$ cat config.mk
export PLATFORM = sky130hd
export DESIGN_NAME = itac_abort_cause
export DESIGN_NICKNAME = d
export VERILOG_FILES = /design/src/rtl/itac_pin_sync.v /design/src/rtl/itac_sticky_bits.v /design/src/rtl/itac_abort_cause.v
export VERILOG_INCLUDE_DIRS = /design/src /design/src/rtl
export SDC_FILE = /design/constraint.sdc
export NUM_CORES = 1
export LEC_CHECK = 0
export ABC_AREA = 1
export CORE_ASPECT_RATIO = 2
export CORE_UTILIZATION = 35
export CTS_BUF_LIST = sky130_fd_sc_hd__clkbuf_8
export CTS_CLUSTER_DIAMETER = 50
export DETAILED_ROUTE_END_ITERATION = 10
export DONT_BUFFER_PORTS = 1
export SYNTH_ARGS = -nofsm -noshare
export SYNTH_HDL_FRONTEND = slang
export SYNTH_HIERARCHICAL = 1
export SYNTH_SLANG_ARGS = --single-unit
$ cat constraint.sdc
create_clock -name clk_sys -period 3.35 [get_ports clk_sys]
set_clock_uncertainty 0.15 [all_clocks]
set_input_delay 0.335 -clock clk_sys [delete_from_list [all_inputs] [get_ports clk_sys]]
set_output_delay 0.335 -clock clk_sys [all_outputs]
set_load 0.005 [all_outputs]
$ cat src/rtl/itac_defines.vh
`ifndef ITAC_DEFINES_VH
`define ITAC_DEFINES_VH
`define ITAC_ADDR_W 8
`define ITAC_OFS_CONTROL 8'h00
`define ITAC_OFS_ABORT_CAUSE 8'h80
`define ITAC_OFS_ABORT_CLEAR 8'hA0
`define ITAC_OFS_INT_STATUS 8'hA4
`define ITAC_OFS_INT_MASK 8'hA8
`define ITAC_CTL_MASTER_EN 0
`define ITAC_CTL_WIDE_ADDR 4
`define ITAC_CTL_RESTART_PERMIT 5
`define ITAC_CTL_RESET 6'h21
`define ITAC_CTL_W 6
`define ITAC_AB_ADDR7_UNACKED 0
`define ITAC_AB_WIDE_ADDR1_UNACKED 1
`define ITAC_AB_WIDE_ADDR2_UNACKED 2
`define ITAC_AB_DATA_UNACKED 3
`define ITAC_AB_GCALL_UNACKED 4
`define ITAC_AB_GCALL_READ 5
`define ITAC_AB_HS_CODE_ACKED 6
`define ITAC_AB_START_BYTE_ACKED 7
`define ITAC_AB_HS_NO_RESTART 8
`define ITAC_AB_START_BYTE_NO_RESTART 9
`define ITAC_AB_WIDE_READ_NO_RESTART 10
`define ITAC_AB_MASTER_DISABLED 11
`define ITAC_AB_SLAVE_ARB_LOST 14
`define ITAC_AB_W 15
`define ITAC_AB_FLUSH_LSB 24
`define ITAC_AB_RESET 32'h0000_0000
`define ITAC_INT_ABORT 0
`define ITAC_INT_ARB_LOST 1
`define ITAC_INT_W 2
`define ITAC_INT_MASK_RESET 2'h0
`endif

$ cat src/rtl/itac_pin_sync.v
module itac_pin_sync #(
  parameter W = 2
) (
  input wire clk_sys, // system clock
  input wire rst, // sync reset, active high
  input wire [W-1:0] pinIn, // raw pins from outside
  output wire [W-1:0] pinLevel, // synchronised level
  output wire [W-1:0] pinRise // one-cycle rising edge
);
  reg [W-1:0] meta_q;
  reg [W-1:0] sync_q;
  reg [W-1:0] prev_q;
  genvar i;
  generate
    for (i = 0; i < W; i = i + 1) begin : g_bit
      always @(posedge clk_sys) begin
        if (rst) begin
          meta_q[i] <= 1'b1;
          sync_q[i] <= 1'b1;
          prev_q[i] <= 1'b1;
        end else begin
          meta_q[i] <= pinIn[i];
          sync_q[i] <= meta_q[i];
          prev_q[i] <= sync_q[i];
        end
      end
      assign pinRise[i] = sync_q[i] & ~prev_q[i];
    end
  endgenerate
  assign pinLevel = sync_q;
endmodule // itac_pin_sync

$ cat src/rtl/itac_sticky_bits.v
module itac_sticky_bits #(
  parameter W = 8
) (
  input wire clk_sys, // system clock
  input wire rst, // sync reset, active high
  input wire [W-1:0] setIn, // per-bit set pulses
  input wire clrIn, // clear all bits
  output wire [W-1:0] bitsOut // held bits
);
  reg [W-1:0] bits_q;
  genvar i;
  generate
    for (i = 0; i < W; i = i + 1) begin : g_bit
      // set wins over a clear in the same cycle
      always @(posedge clk_sys) begin
        if (rst) begin
          bits_q[i] <= 1'b0;
        end else if (setIn[i]) begin
          bits_q[i] <= 1'b1;
        end else if (clrIn) begin
          bits_q[i] <= 1'b0;
        end
      end
    end
  endgenerate
  assign bitsOut = bits_q;
endmodule // itac_sticky_bits

$ cat src/rtl/itac_abort_cause.v
// Functional notes
// - master op while master disabled sets bit11
// - no restart, wide-address read sets bit10
// - no restart, start byte sets flag
// - no restart, high-speed transfer sets flag
// - acknowledged start byte sets bit7
// - acknowledged high-speed master code sets flag
// - general call followed by read sets flag
// - unacknowledged general call sets bit4
// - master-only data byte not acknowledged flag
// - wide address second byte unacknowledged flag
// - seven-bit address unacknowledged sets flag
// - slave transmitter arbitration loss sets flag
// - top byte keeps fifo level before abort
//
// The implementer's own choices: the address-and-strobe port and the register offsets.
`include "itac_defines.vh"
module itac_abort_cause #(
  parameter AW = `ITAC_ADDR_W,
  parameter FW = 8
) (
  input wire clk_sys, // system clock
  input wire rst, // sync reset, active high
  input wire [AW-1:0] regAddr, // register byte address
  input wire [31:0] regWdata, // write data
  input wire regWr, // write strobe
  input wire regRd, // read strobe
  output wire [31:0] regRdata, // read data, cycle after strobe
  output wire irq, // level interrupt
  output wire abortEvent, // transmit abort event held
  output wire masterEnable, // control: master mode enabled
  output wire restartPermit, // control: restart permit bit
  output wire wideAddrMode, // control: 10-bit addressing
  input wire sclPin, // serial clock pin level
  input wire sdaPin, // serial data pin level
  input wire masterOpReq, // engine tries a master operation
  input wire wideReadReq, // engine issues a wide-address read
  input wire startByteReq, // engine tries to send a start byte
  input wire highSpeedReq, // engine tries a high-speed transfer
  input wire startByteAcked, // start byte was acknowledged
  input wire highSpeedCodeAcked, // high-speed master code acked
  input wire generalCallRead, // byte after general call is a read
  input wire generalCallUnacked, // general call got no ack
  input wire dataUnacked, // data byte after acked address nacked
  input wire wideAddr1Unacked, // first wide address byte nacked
  input wire wideAddr2Unacked, // second wide address byte nacked
  input wire addr7Unacked, // seven-bit address nacked
  input wire slaveTxActive, // engine transmits as slave
  input wire slaveSdaRelease, // engine leaves data line high
  input wire [FW-1:0] txFifoLevel // current transmit fifo level
);
  wire [1:0] pinLevel;
  wire [1:0] pinRise;
  wire sclRise;
  wire sdaLevel;
  reg [`ITAC_CTL_W-1:0] control_q;
  reg [`ITAC_INT_W-1:0] intMask_q;
  reg [FW-1:0] flushCount_q;
  reg [FW-1:0] flushCount_d;
  reg [31:0] rdata_q;
  reg [31:0] rdata_d;
  reg irq_q;
  reg abortEvent_q;
  reg arbArmed_q;
  reg [`ITAC_AB_W-1:0] causeNow;
  wire [`ITAC_AB_W-1:0] causeFlags;
  wire [`ITAC_INT_W-1:0] intStatus;
  wire [`ITAC_INT_W-1:0] intSet;
  wire anyCause;
  wire arbLost;
  wire abortClearRd;
  wire intStatusRd;
  wire masterEn;
  wire restartOk;
  wire wideMode;

  function hit;
    input [AW-1:0] addr;
    input [AW-1:0] ofs;
    begin
      hit = (addr == ofs);
    end
  endfunction

  itac_pin_sync #(
    .W(2)
  ) u_pins (
    .clk_sys(clk_sys),
    .rst(rst),
    .pinIn({sdaPin, sclPin}),
    .pinLevel(pinLevel),
    .pinRise(pinRise)
  );

  assign sclRise = pinRise[0];
  assign sdaLevel = pinLevel[1];

  assign masterEn = control_q[`ITAC_CTL_MASTER_EN];
  assign restartOk = control_q[`ITAC_CTL_RESTART_PERMIT];
  assign wideMode = control_q[`ITAC_CTL_WIDE_ADDR];

  // slave released the data line but sees it low on a clock rise
  assign arbLost = arbArmed_q & sclRise & ~sdaLevel;

  always @(posedge clk_sys) begin
    if (rst) begin
      arbArmed_q <= 1'b0;
    end else begin
      arbArmed_q <= slaveTxActive & slaveSdaRelease;
    end
  end

  always @* begin
    causeNow = {`ITAC_AB_W{1'b0}};
    causeNow[`ITAC_AB_MASTER_DISABLED] = masterOpReq & ~masterEn;
    causeNow[`ITAC_AB_WIDE_READ_NO_RESTART] =
      wideReadReq & wideMode & ~restartOk;
    causeNow[`ITAC_AB_START_BYTE_NO_RESTART] = startByteReq & ~restartOk;
    causeNow[`ITAC_AB_HS_NO_RESTART] = highSpeedReq & ~restartOk;
    causeNow[`ITAC_AB_START_BYTE_ACKED] = startByteAcked & masterEn;
    causeNow[`ITAC_AB_HS_CODE_ACKED] = highSpeedCodeAcked & masterEn;
    causeNow[`ITAC_AB_GCALL_READ] = generalCallRead & masterEn;
    causeNow[`ITAC_AB_GCALL_UNACKED] = generalCallUnacked & masterEn;
    causeNow[`ITAC_AB_DATA_UNACKED] = dataUnacked & masterEn;
    causeNow[`ITAC_AB_WIDE_ADDR1_UNACKED] = wideAddr1Unacked & wideMode;
    causeNow[`ITAC_AB_WIDE_ADDR2_UNACKED] = wideAddr2Unacked & wideMode;
    causeNow[`ITAC_AB_ADDR7_UNACKED] = addr7Unacked & ~wideMode;
    causeNow[`ITAC_AB_SLAVE_ARB_LOST] = arbLost;
  end

  assign anyCause = |causeNow;
  assign abortClearRd = regRd & hit(regAddr, `ITAC_OFS_ABORT_CLEAR);
  assign intStatusRd = regRd & hit(regAddr, `ITAC_OFS_INT_STATUS);

  // flags stay until software clears the abort event
  itac_sticky_bits #(
    .W(`ITAC_AB_W)
  ) u_causes (
    .clk_sys(clk_sys),
    .rst(rst),
    .setIn(causeNow),
    .clrIn(abortClearRd),
    .bitsOut(causeFlags)
  );

  assign intSet[`ITAC_INT_ABORT] = anyCause;
  assign intSet[`ITAC_INT_ARB_LOST] = arbLost;

  itac_sticky_bits #(
    .W(`ITAC_INT_W)
  ) u_int (
    .clk_sys(clk_sys),
    .rst(rst),
    .setIn(intSet),
    .clrIn(intStatusRd),
    .bitsOut(intStatus)
  );

  // fifo level captured on the abort, not after the flush
  always @* begin
    flushCount_d = flushCount_q;
    if (anyCause) begin
      flushCount_d = txFifoLevel;
    end
  end

  always @(posedge clk_sys) begin
    if (rst) begin
      flushCount_q <= {FW{1'b0}};
      abortEvent_q <= 1'b0;
    end else begin
      flushCount_q <= flushCount_d;
      if (anyCause) begin
        abortEvent_q <= 1'b1;
      end else if (abortClearRd) begin
        abortEvent_q <= 1'b0;
      end
    end
  end

  always @(posedge clk_sys) begin
    if (rst) begin
      control_q <= `ITAC_CTL_RESET;
      intMask_q <= `ITAC_INT_MASK_RESET;
    end else if (regWr) begin
      if (hit(regAddr, `ITAC_OFS_CONTROL)) begin
        control_q <= regWdata[`ITAC_CTL_W-1:0];
      end
      if (hit(regAddr, `ITAC_OFS_INT_MASK)) begin
        intMask_q <= regWdata[`ITAC_INT_W-1:0];
      end
    end
  end

  always @* begin
    rdata_d = 32'h0000_0000;
    if (regRd) begin
      case (1'b1)
        hit(regAddr, `ITAC_OFS_CONTROL): begin
          rdata_d[`ITAC_CTL_W-1:0] = control_q;
        end
        hit(regAddr, `ITAC_OFS_ABORT_CAUSE): begin
          rdata_d[`ITAC_AB_W-1:0] = causeFlags;
          rdata_d[`ITAC_AB_FLUSH_LSB+FW-1:`ITAC_AB_FLUSH_LSB] = flushCount_q;
        end
        hit(regAddr, `ITAC_OFS_ABORT_CLEAR): begin
          rdata_d[0] = abortEvent_q;
        end
        hit(regAddr, `ITAC_OFS_INT_STATUS): begin
          rdata_d[`ITAC_INT_W-1:0] = intStatus;
        end
        hit(regAddr, `ITAC_OFS_INT_MASK): begin
          rdata_d[`ITAC_INT_W-1:0] = intMask_q;
        end
        default: begin
          rdata_d = 32'h0000_0000;
        end
      endcase
    end
  end

  always @(posedge clk_sys) begin
    if (rst) begin
      rdata_q <= 32'h0000_0000;
      irq_q <= 1'b0;
    end else begin
      rdata_q <= rdata_d;
      irq_q <= |(intStatus & intMask_q);
    end
  end

  assign regRdata = rdata_q;
  assign irq = irq_q;
  assign abortEvent = abortEvent_q;
  // control outputs are register bits directly
  assign masterEnable = control_q[`ITAC_CTL_MASTER_EN];
  assign restartPermit = control_q[`ITAC_CTL_RESTART_PERMIT];
  assign wideAddrMode = control_q[`ITAC_CTL_WIDE_ADDR];
endmodule // itac_abort_cause

=== Word level (Yosys, flattened, before mapping) ===
Cells that the tools add are included.

* Register bits: 69
* Output and inout port bits: 37
* Memories kept: 0
* Input bits: 68
* Bits in read-only memories: 0
* Bits in latches: 0
* Bits in writable memories: 0
* Logic and storage cells: 113

* Reduce and logical (&&, ||, !) cells: 23
* Mux-type cells: 30
* Equal/unequal tests: 4
* Bitwise logic cells: 27
* Add/sub/neg operators: 0
* Divide/modulo/power cells: 0
* Multiply operators: 0
* Magnitude comparators: 0
* Shift operators: 0

{| class="wikitable"
|+ Operators with widths
! cell !! number
|-
| $eq 8x8->1 const B || 4
|-
| $reduce_bool 2->1 || 16
|-
| $mux 1 || 28
|-
| $and 1x1->1 || 19
|-
| $reduce_or 13->1 || 1
|-
| $logic_not 8->1 || 1
|-
| $mux 4 || 2
|-
| $not 1->1 || 7
|-
| $reduce_and 2->1 || 2
|-
| $reduce_or 2->1 || 2
|-
| $reduce_or 4->1 || 1
|-
| $and 2x2->2 || 1
|}

=== Depth between registers and ports, before layout ===
* Word-level depth: 6
* Mapped depth: 9
* Depth with buffers taken out: 8

=== Modules after synthesis ===
The synthesis kept the hierarchy.

{| class="wikitable"
|+ Modules (own cells, without submodules)
! module !! instances !! cells an instance !! area an instance (sq um) !! sequential area each (sq um)
|-
| itac_abort_cause || 1 || 264 || 1928.1 || 840.8
|-
| itac_sticky_bits at u_causes || 1 || 63 || 548.0 || 300.3
|-
| itac_pin_sync || 1 || 21 || 176.4 || 120.1
|-
| itac_sticky_bits at u_int || 1 || 9 || 68.8 || 40.0
|}

=== Least setup slack after synthesis ===
OpenSTA, ideal clock, no wires.

* Path type: input port to flip-flop
* Start point: in regAddr[6]
* End point: reg u_causes.bits_q[10], in the netlist u_causes/bitsOut[10]
* Stages: 9
* Library setup time: 0.118 ns
* Buffers on the path: 1
* Arrival: 1.121 ns
* Data required time: 3.082 ns
* Slack: 1.961 ns
* Cells stage by stage: inv_1 > nand2_1 > nor2_4 > nand2_1 > nor2_1 > inv_2 > buf_6 > nand2_1 > a21oi_2

* Cells in the longest elaborated chain, start to end: 3

{| class="wikitable"
|+ RTL lines
! element !! line !! text
|-
| start, declared || itac_abort_cause.v:24 || <nowiki>input wire [AW-1:0] regAddr,</nowiki>
|-
| $eq 8x8->1 || itac_abort_cause.v:81 || <nowiki>hit = (addr == ofs);</nowiki>
|-
| $and 1x1->1 || itac_abort_cause.v:132 || <nowiki>assign abortClearRd = regRd & hit(regAddr, `ITAC_OFS_ABORT_CLEAR);</nowiki>
|-
| net abortClearRd || itac_abort_cause.v:71 || <nowiki>wire abortClearRd;</nowiki>
|-
| $reduce_bool 2->1 (no source line) || -- ||
|-
| end signal, assigned by index || itac_sticky_bits.v:17 || <nowiki>bits_q[i] <= 1'b0;</nowiki>
|-
| end signal, assigned by index || itac_sticky_bits.v:19 || <nowiki>bits_q[i] <= 1'b1;</nowiki>
|-
| end signal, assigned by index || itac_sticky_bits.v:21 || <nowiki>bits_q[i] <= 1'b0;</nowiki>
|-
| end, declared || itac_sticky_bits.v:10 || <nowiki>reg [W-1:0] bits_q;</nowiki>
|}

The timed path passes the listed nets, and every way through them passes these cells.
A chain may end at the register's enable or synchronous reset.

=== Final worst setup path ===
* Start point: in regAddr[1]
* End point: reg control_q[2]

* Cells in the longest elaborated chain, start to end: 2

{| class="wikitable"
|+ RTL lines
! element !! line !! text
|-
| $logic_not 8->1 || itac_abort_cause.v:81 ||
|-
| $reduce_and 2->1 (no source line) || -- ||
|-
| end signal, assigned || itac_abort_cause.v:183 || <nowiki>control_q <= `ITAC_CTL_RESET;</nowiki>
|-
| end signal, assigned || itac_abort_cause.v:187 || <nowiki>control_q <= regWdata[`ITAC_CTL_W-1:0];</nowiki>
|-
| end, declared || itac_abort_cause.v:56 || <nowiki>reg [`ITAC_CTL_W-1:0] control_q;</nowiki>
|}

Every way passes these cells.

==> results.yml <==
sta:
  slew_headroom: 0.653
  hold_viol: 0
  finalSetupViolations: 0
  final.period_utilization: 0.515
  fin_crit_ns: 1.72
  tightest_slew_ns: 0.520
  final.setup.tns_ns: 0
  slew_viol_final: 0
  fmax_ghz: 0.580
  fin_ws_ns: 1.63
  rsz0062_at_grt: "no"
cts:
  postCtsSetupRepairBufs: 0
  root_buffer: "clkbuf_8"
  cts_made_buffers: 9
  cts_num_sinks: 64
  clockBufferDepth: 2
  clock_latency_ns: 0.34
  htree_levels: 3
  cts_tree: "built"
  clkTransAtPathRegs_ns: 0.07
floorplan:
  core_region_area_um2: 7320
  die_area_um2: 8060
  start_util: 0.367
  ios: 105
  rows: 44
  fp.dieW_um: 64.0
  chipHeight_um: 126
placed_design:
  place_hpwl_mm: 4.01
  gp_congestion: 0.764
  dpl_cell_area_um2: 2710
  post-place-ws_ns: 1.63
  io_buffers: 0
  placed_cells: 437
global_route:
  antenna_found_initial: 0
  track_usage: 0.157
  grt_pass1_wl_mm: 9.37
  grt-ovfl-total: 0
  grt_max_degree: 26
  grt_pass1_vias: 2001
detailed_routing:
  num_vias: 2145
  drc: 0
  routed_wl_mm: 5.87
  first_pass_iters: 4
  ant_nets: 0
  vias_per_cell: 4.49
  dr_wl_met2_mm: 3.15
  wl_per_cell_um: 12.3
  m1WireLength_mm: 2.22
  drt-initial-drc-count: 96
  highest_layer: "met4"
  dr_wl_met3_um: 346
power_and_ir_drop:
  power.density_nw_per_um2: 500
  ir_drop_mv: 0.321
  power_leakage_nw: 1.45
setup_path:
  cp_data_required_time_ns: 3.48
  cp-end-kind: "flip-flop"
  crit_arrival_ns: 1.85
  worstPathMaxFanout: 13
  critical_path_class: "input port to flip-flop"
  r2r_end: "flushCount_q[2]"
  path_buf_inv: 1
  cp.depth: 6
  critPathCapture: "control_q[2]"
  r2r_slack_ns: 1.71
  slowest_delay_ns: 0.59
  crit_family: "simple AND/OR/NAND/NOR gates"
  slowest_stage: "dlygate4sd3_1"
  crit_path_start_kind: "input port"
  crit_chain: "nor2_1 -> nand3_2 -> nor2_2 -> nand3_1 -> dlygate4sd3_1 -> a21oi_1"
  startpoint: "regAddr[1]"
  reg2reg_from: "control_q[0]"
  reg2regPathDepth: 7
yosys:
  syn-instance-count: 353
  syn-cell-area_um2: 2690
  synth_area_per_cell_um2: 7.62
  synth_warnings: 6
final_layout:
  nets: 449
  n_antenna_cell: 0
  stdcell_count: 478
  area_delta_synth_final_pct: 18.3
  layout-drive-gt1-share: 0.137
  final_area_um2: 3180
  finish.utilization: 0.435
run_status:
  status: "completed"
hold_path:
  whs_path_depth: 4
  hold_path.class: "input port to flip-flop"
job:
  cap_violations: 0
## registers in the layout, indices dropped and copies added (netlist names)
| signal | flops |
|---|---|
| u_pins/pinLevel | 2 |
| irq | 1 |
| control_q | 6 |
| u_int/bitsOut | 2 |
| intMask_q | 2 |
| flushCount_q | 8 |
| regRdata | 23 |
| u_pins/prev_q | 1 |
| u_causes/bitsOut | 15 |
| arbArmed_q | 1 |
| abortEvent | 1 |
| u_pins/meta_q | 2 |
## routing by layer
layer,up-vias,global-route usage
li1,1093,-
met1,965,0.151
met2,76,0.280
met3,11,0.0580
met4,0,0.0896
met5,-,0
## power by group
part / total [W] / switching [W] / internal, W
sequential: 0.000786 / 0.00000755 / 0.000778
clock: 0.000712 / 0.000291 / 0.000421
combinational: 0.0000945 / 0.0000546 / 0.0000398
total: 0.00159 / 0.000353 / 0.00124
## cell type report
cell class / count / area (µm²)
Multi-Input combinational cell: 209 / 1040
Inverter: 72 / 270
Fill cell: 745 / 4140
Clock inverter: 3 / 38.8
Tap cell: 92 / 115
Timing Repair Buffer: 25 / 260
Sequential cell: 64 / 1280
Clock buffer: 13 / 179
## worst min-delay path by stage
stage                           startpoint             endpoint
after floorplan           u_pins/meta_q[0]   u_pins/pinLevel[0]
after CTS                     highSpeedReq  u_causes/bitsOut[8]
after global placement    u_pins/meta_q[0]   u_pins/pinLevel[0]
final                         highSpeedReq  u_causes/bitsOut[8]
after detailed placement  u_pins/meta_q[1]   u_pins/pinLevel[1]
after global routing          highSpeedReq  u_causes/bitsOut[8]
## timing repair
action                    4_1_cts  5_1_grt
hold endpoints to repair       39        0
hold buffers                   25        0
resized for setup               0        0
## worst reg2reg max path: stages, from the launching register on
cell	delay (ns)
dfxtp_1	0.62
nor2_2	0.12
nor2_4	0.13
nand2_1	0.10
nor2_4	0.19
nand3_1	0.10
nand2_1	0.08
nor2_1	0.04
## placed cells by master (no fill, tap or decap)
master         instances
inv_1                 69
buf_12                 1
a21oi_1               17
conb_1                11
a21oi_2               10
nand3b_1               1
clkinv_2               1
nand2_2                5
nand2_4                1
nor2_2                 6
clkbuf_8              13
dfxtp_1               64
nand2_1               63
bufinv_16              1
and3_1                 1
dlygate4sd3_1         24
nor2_8                 1
nand3_1               32
nor2_4                 6
nor2_1                45
o21ai_1                2
inv_2                  4
nand3_4                1
o21ai_0                4
nand3_2                3
## metrics by stage
step           total power [W]  hold slack, ns
6_report               0.00159          0.0476
5_1_grt                0.00166          0.0482
4_1_cts                0.00161          0.0341
3_5_place_dp          0.000871           0.248
3_3_place_gp          0.000869           0.240
2_1_floorplan         0.000874           0.237
(Power assumes the default switching activity.)
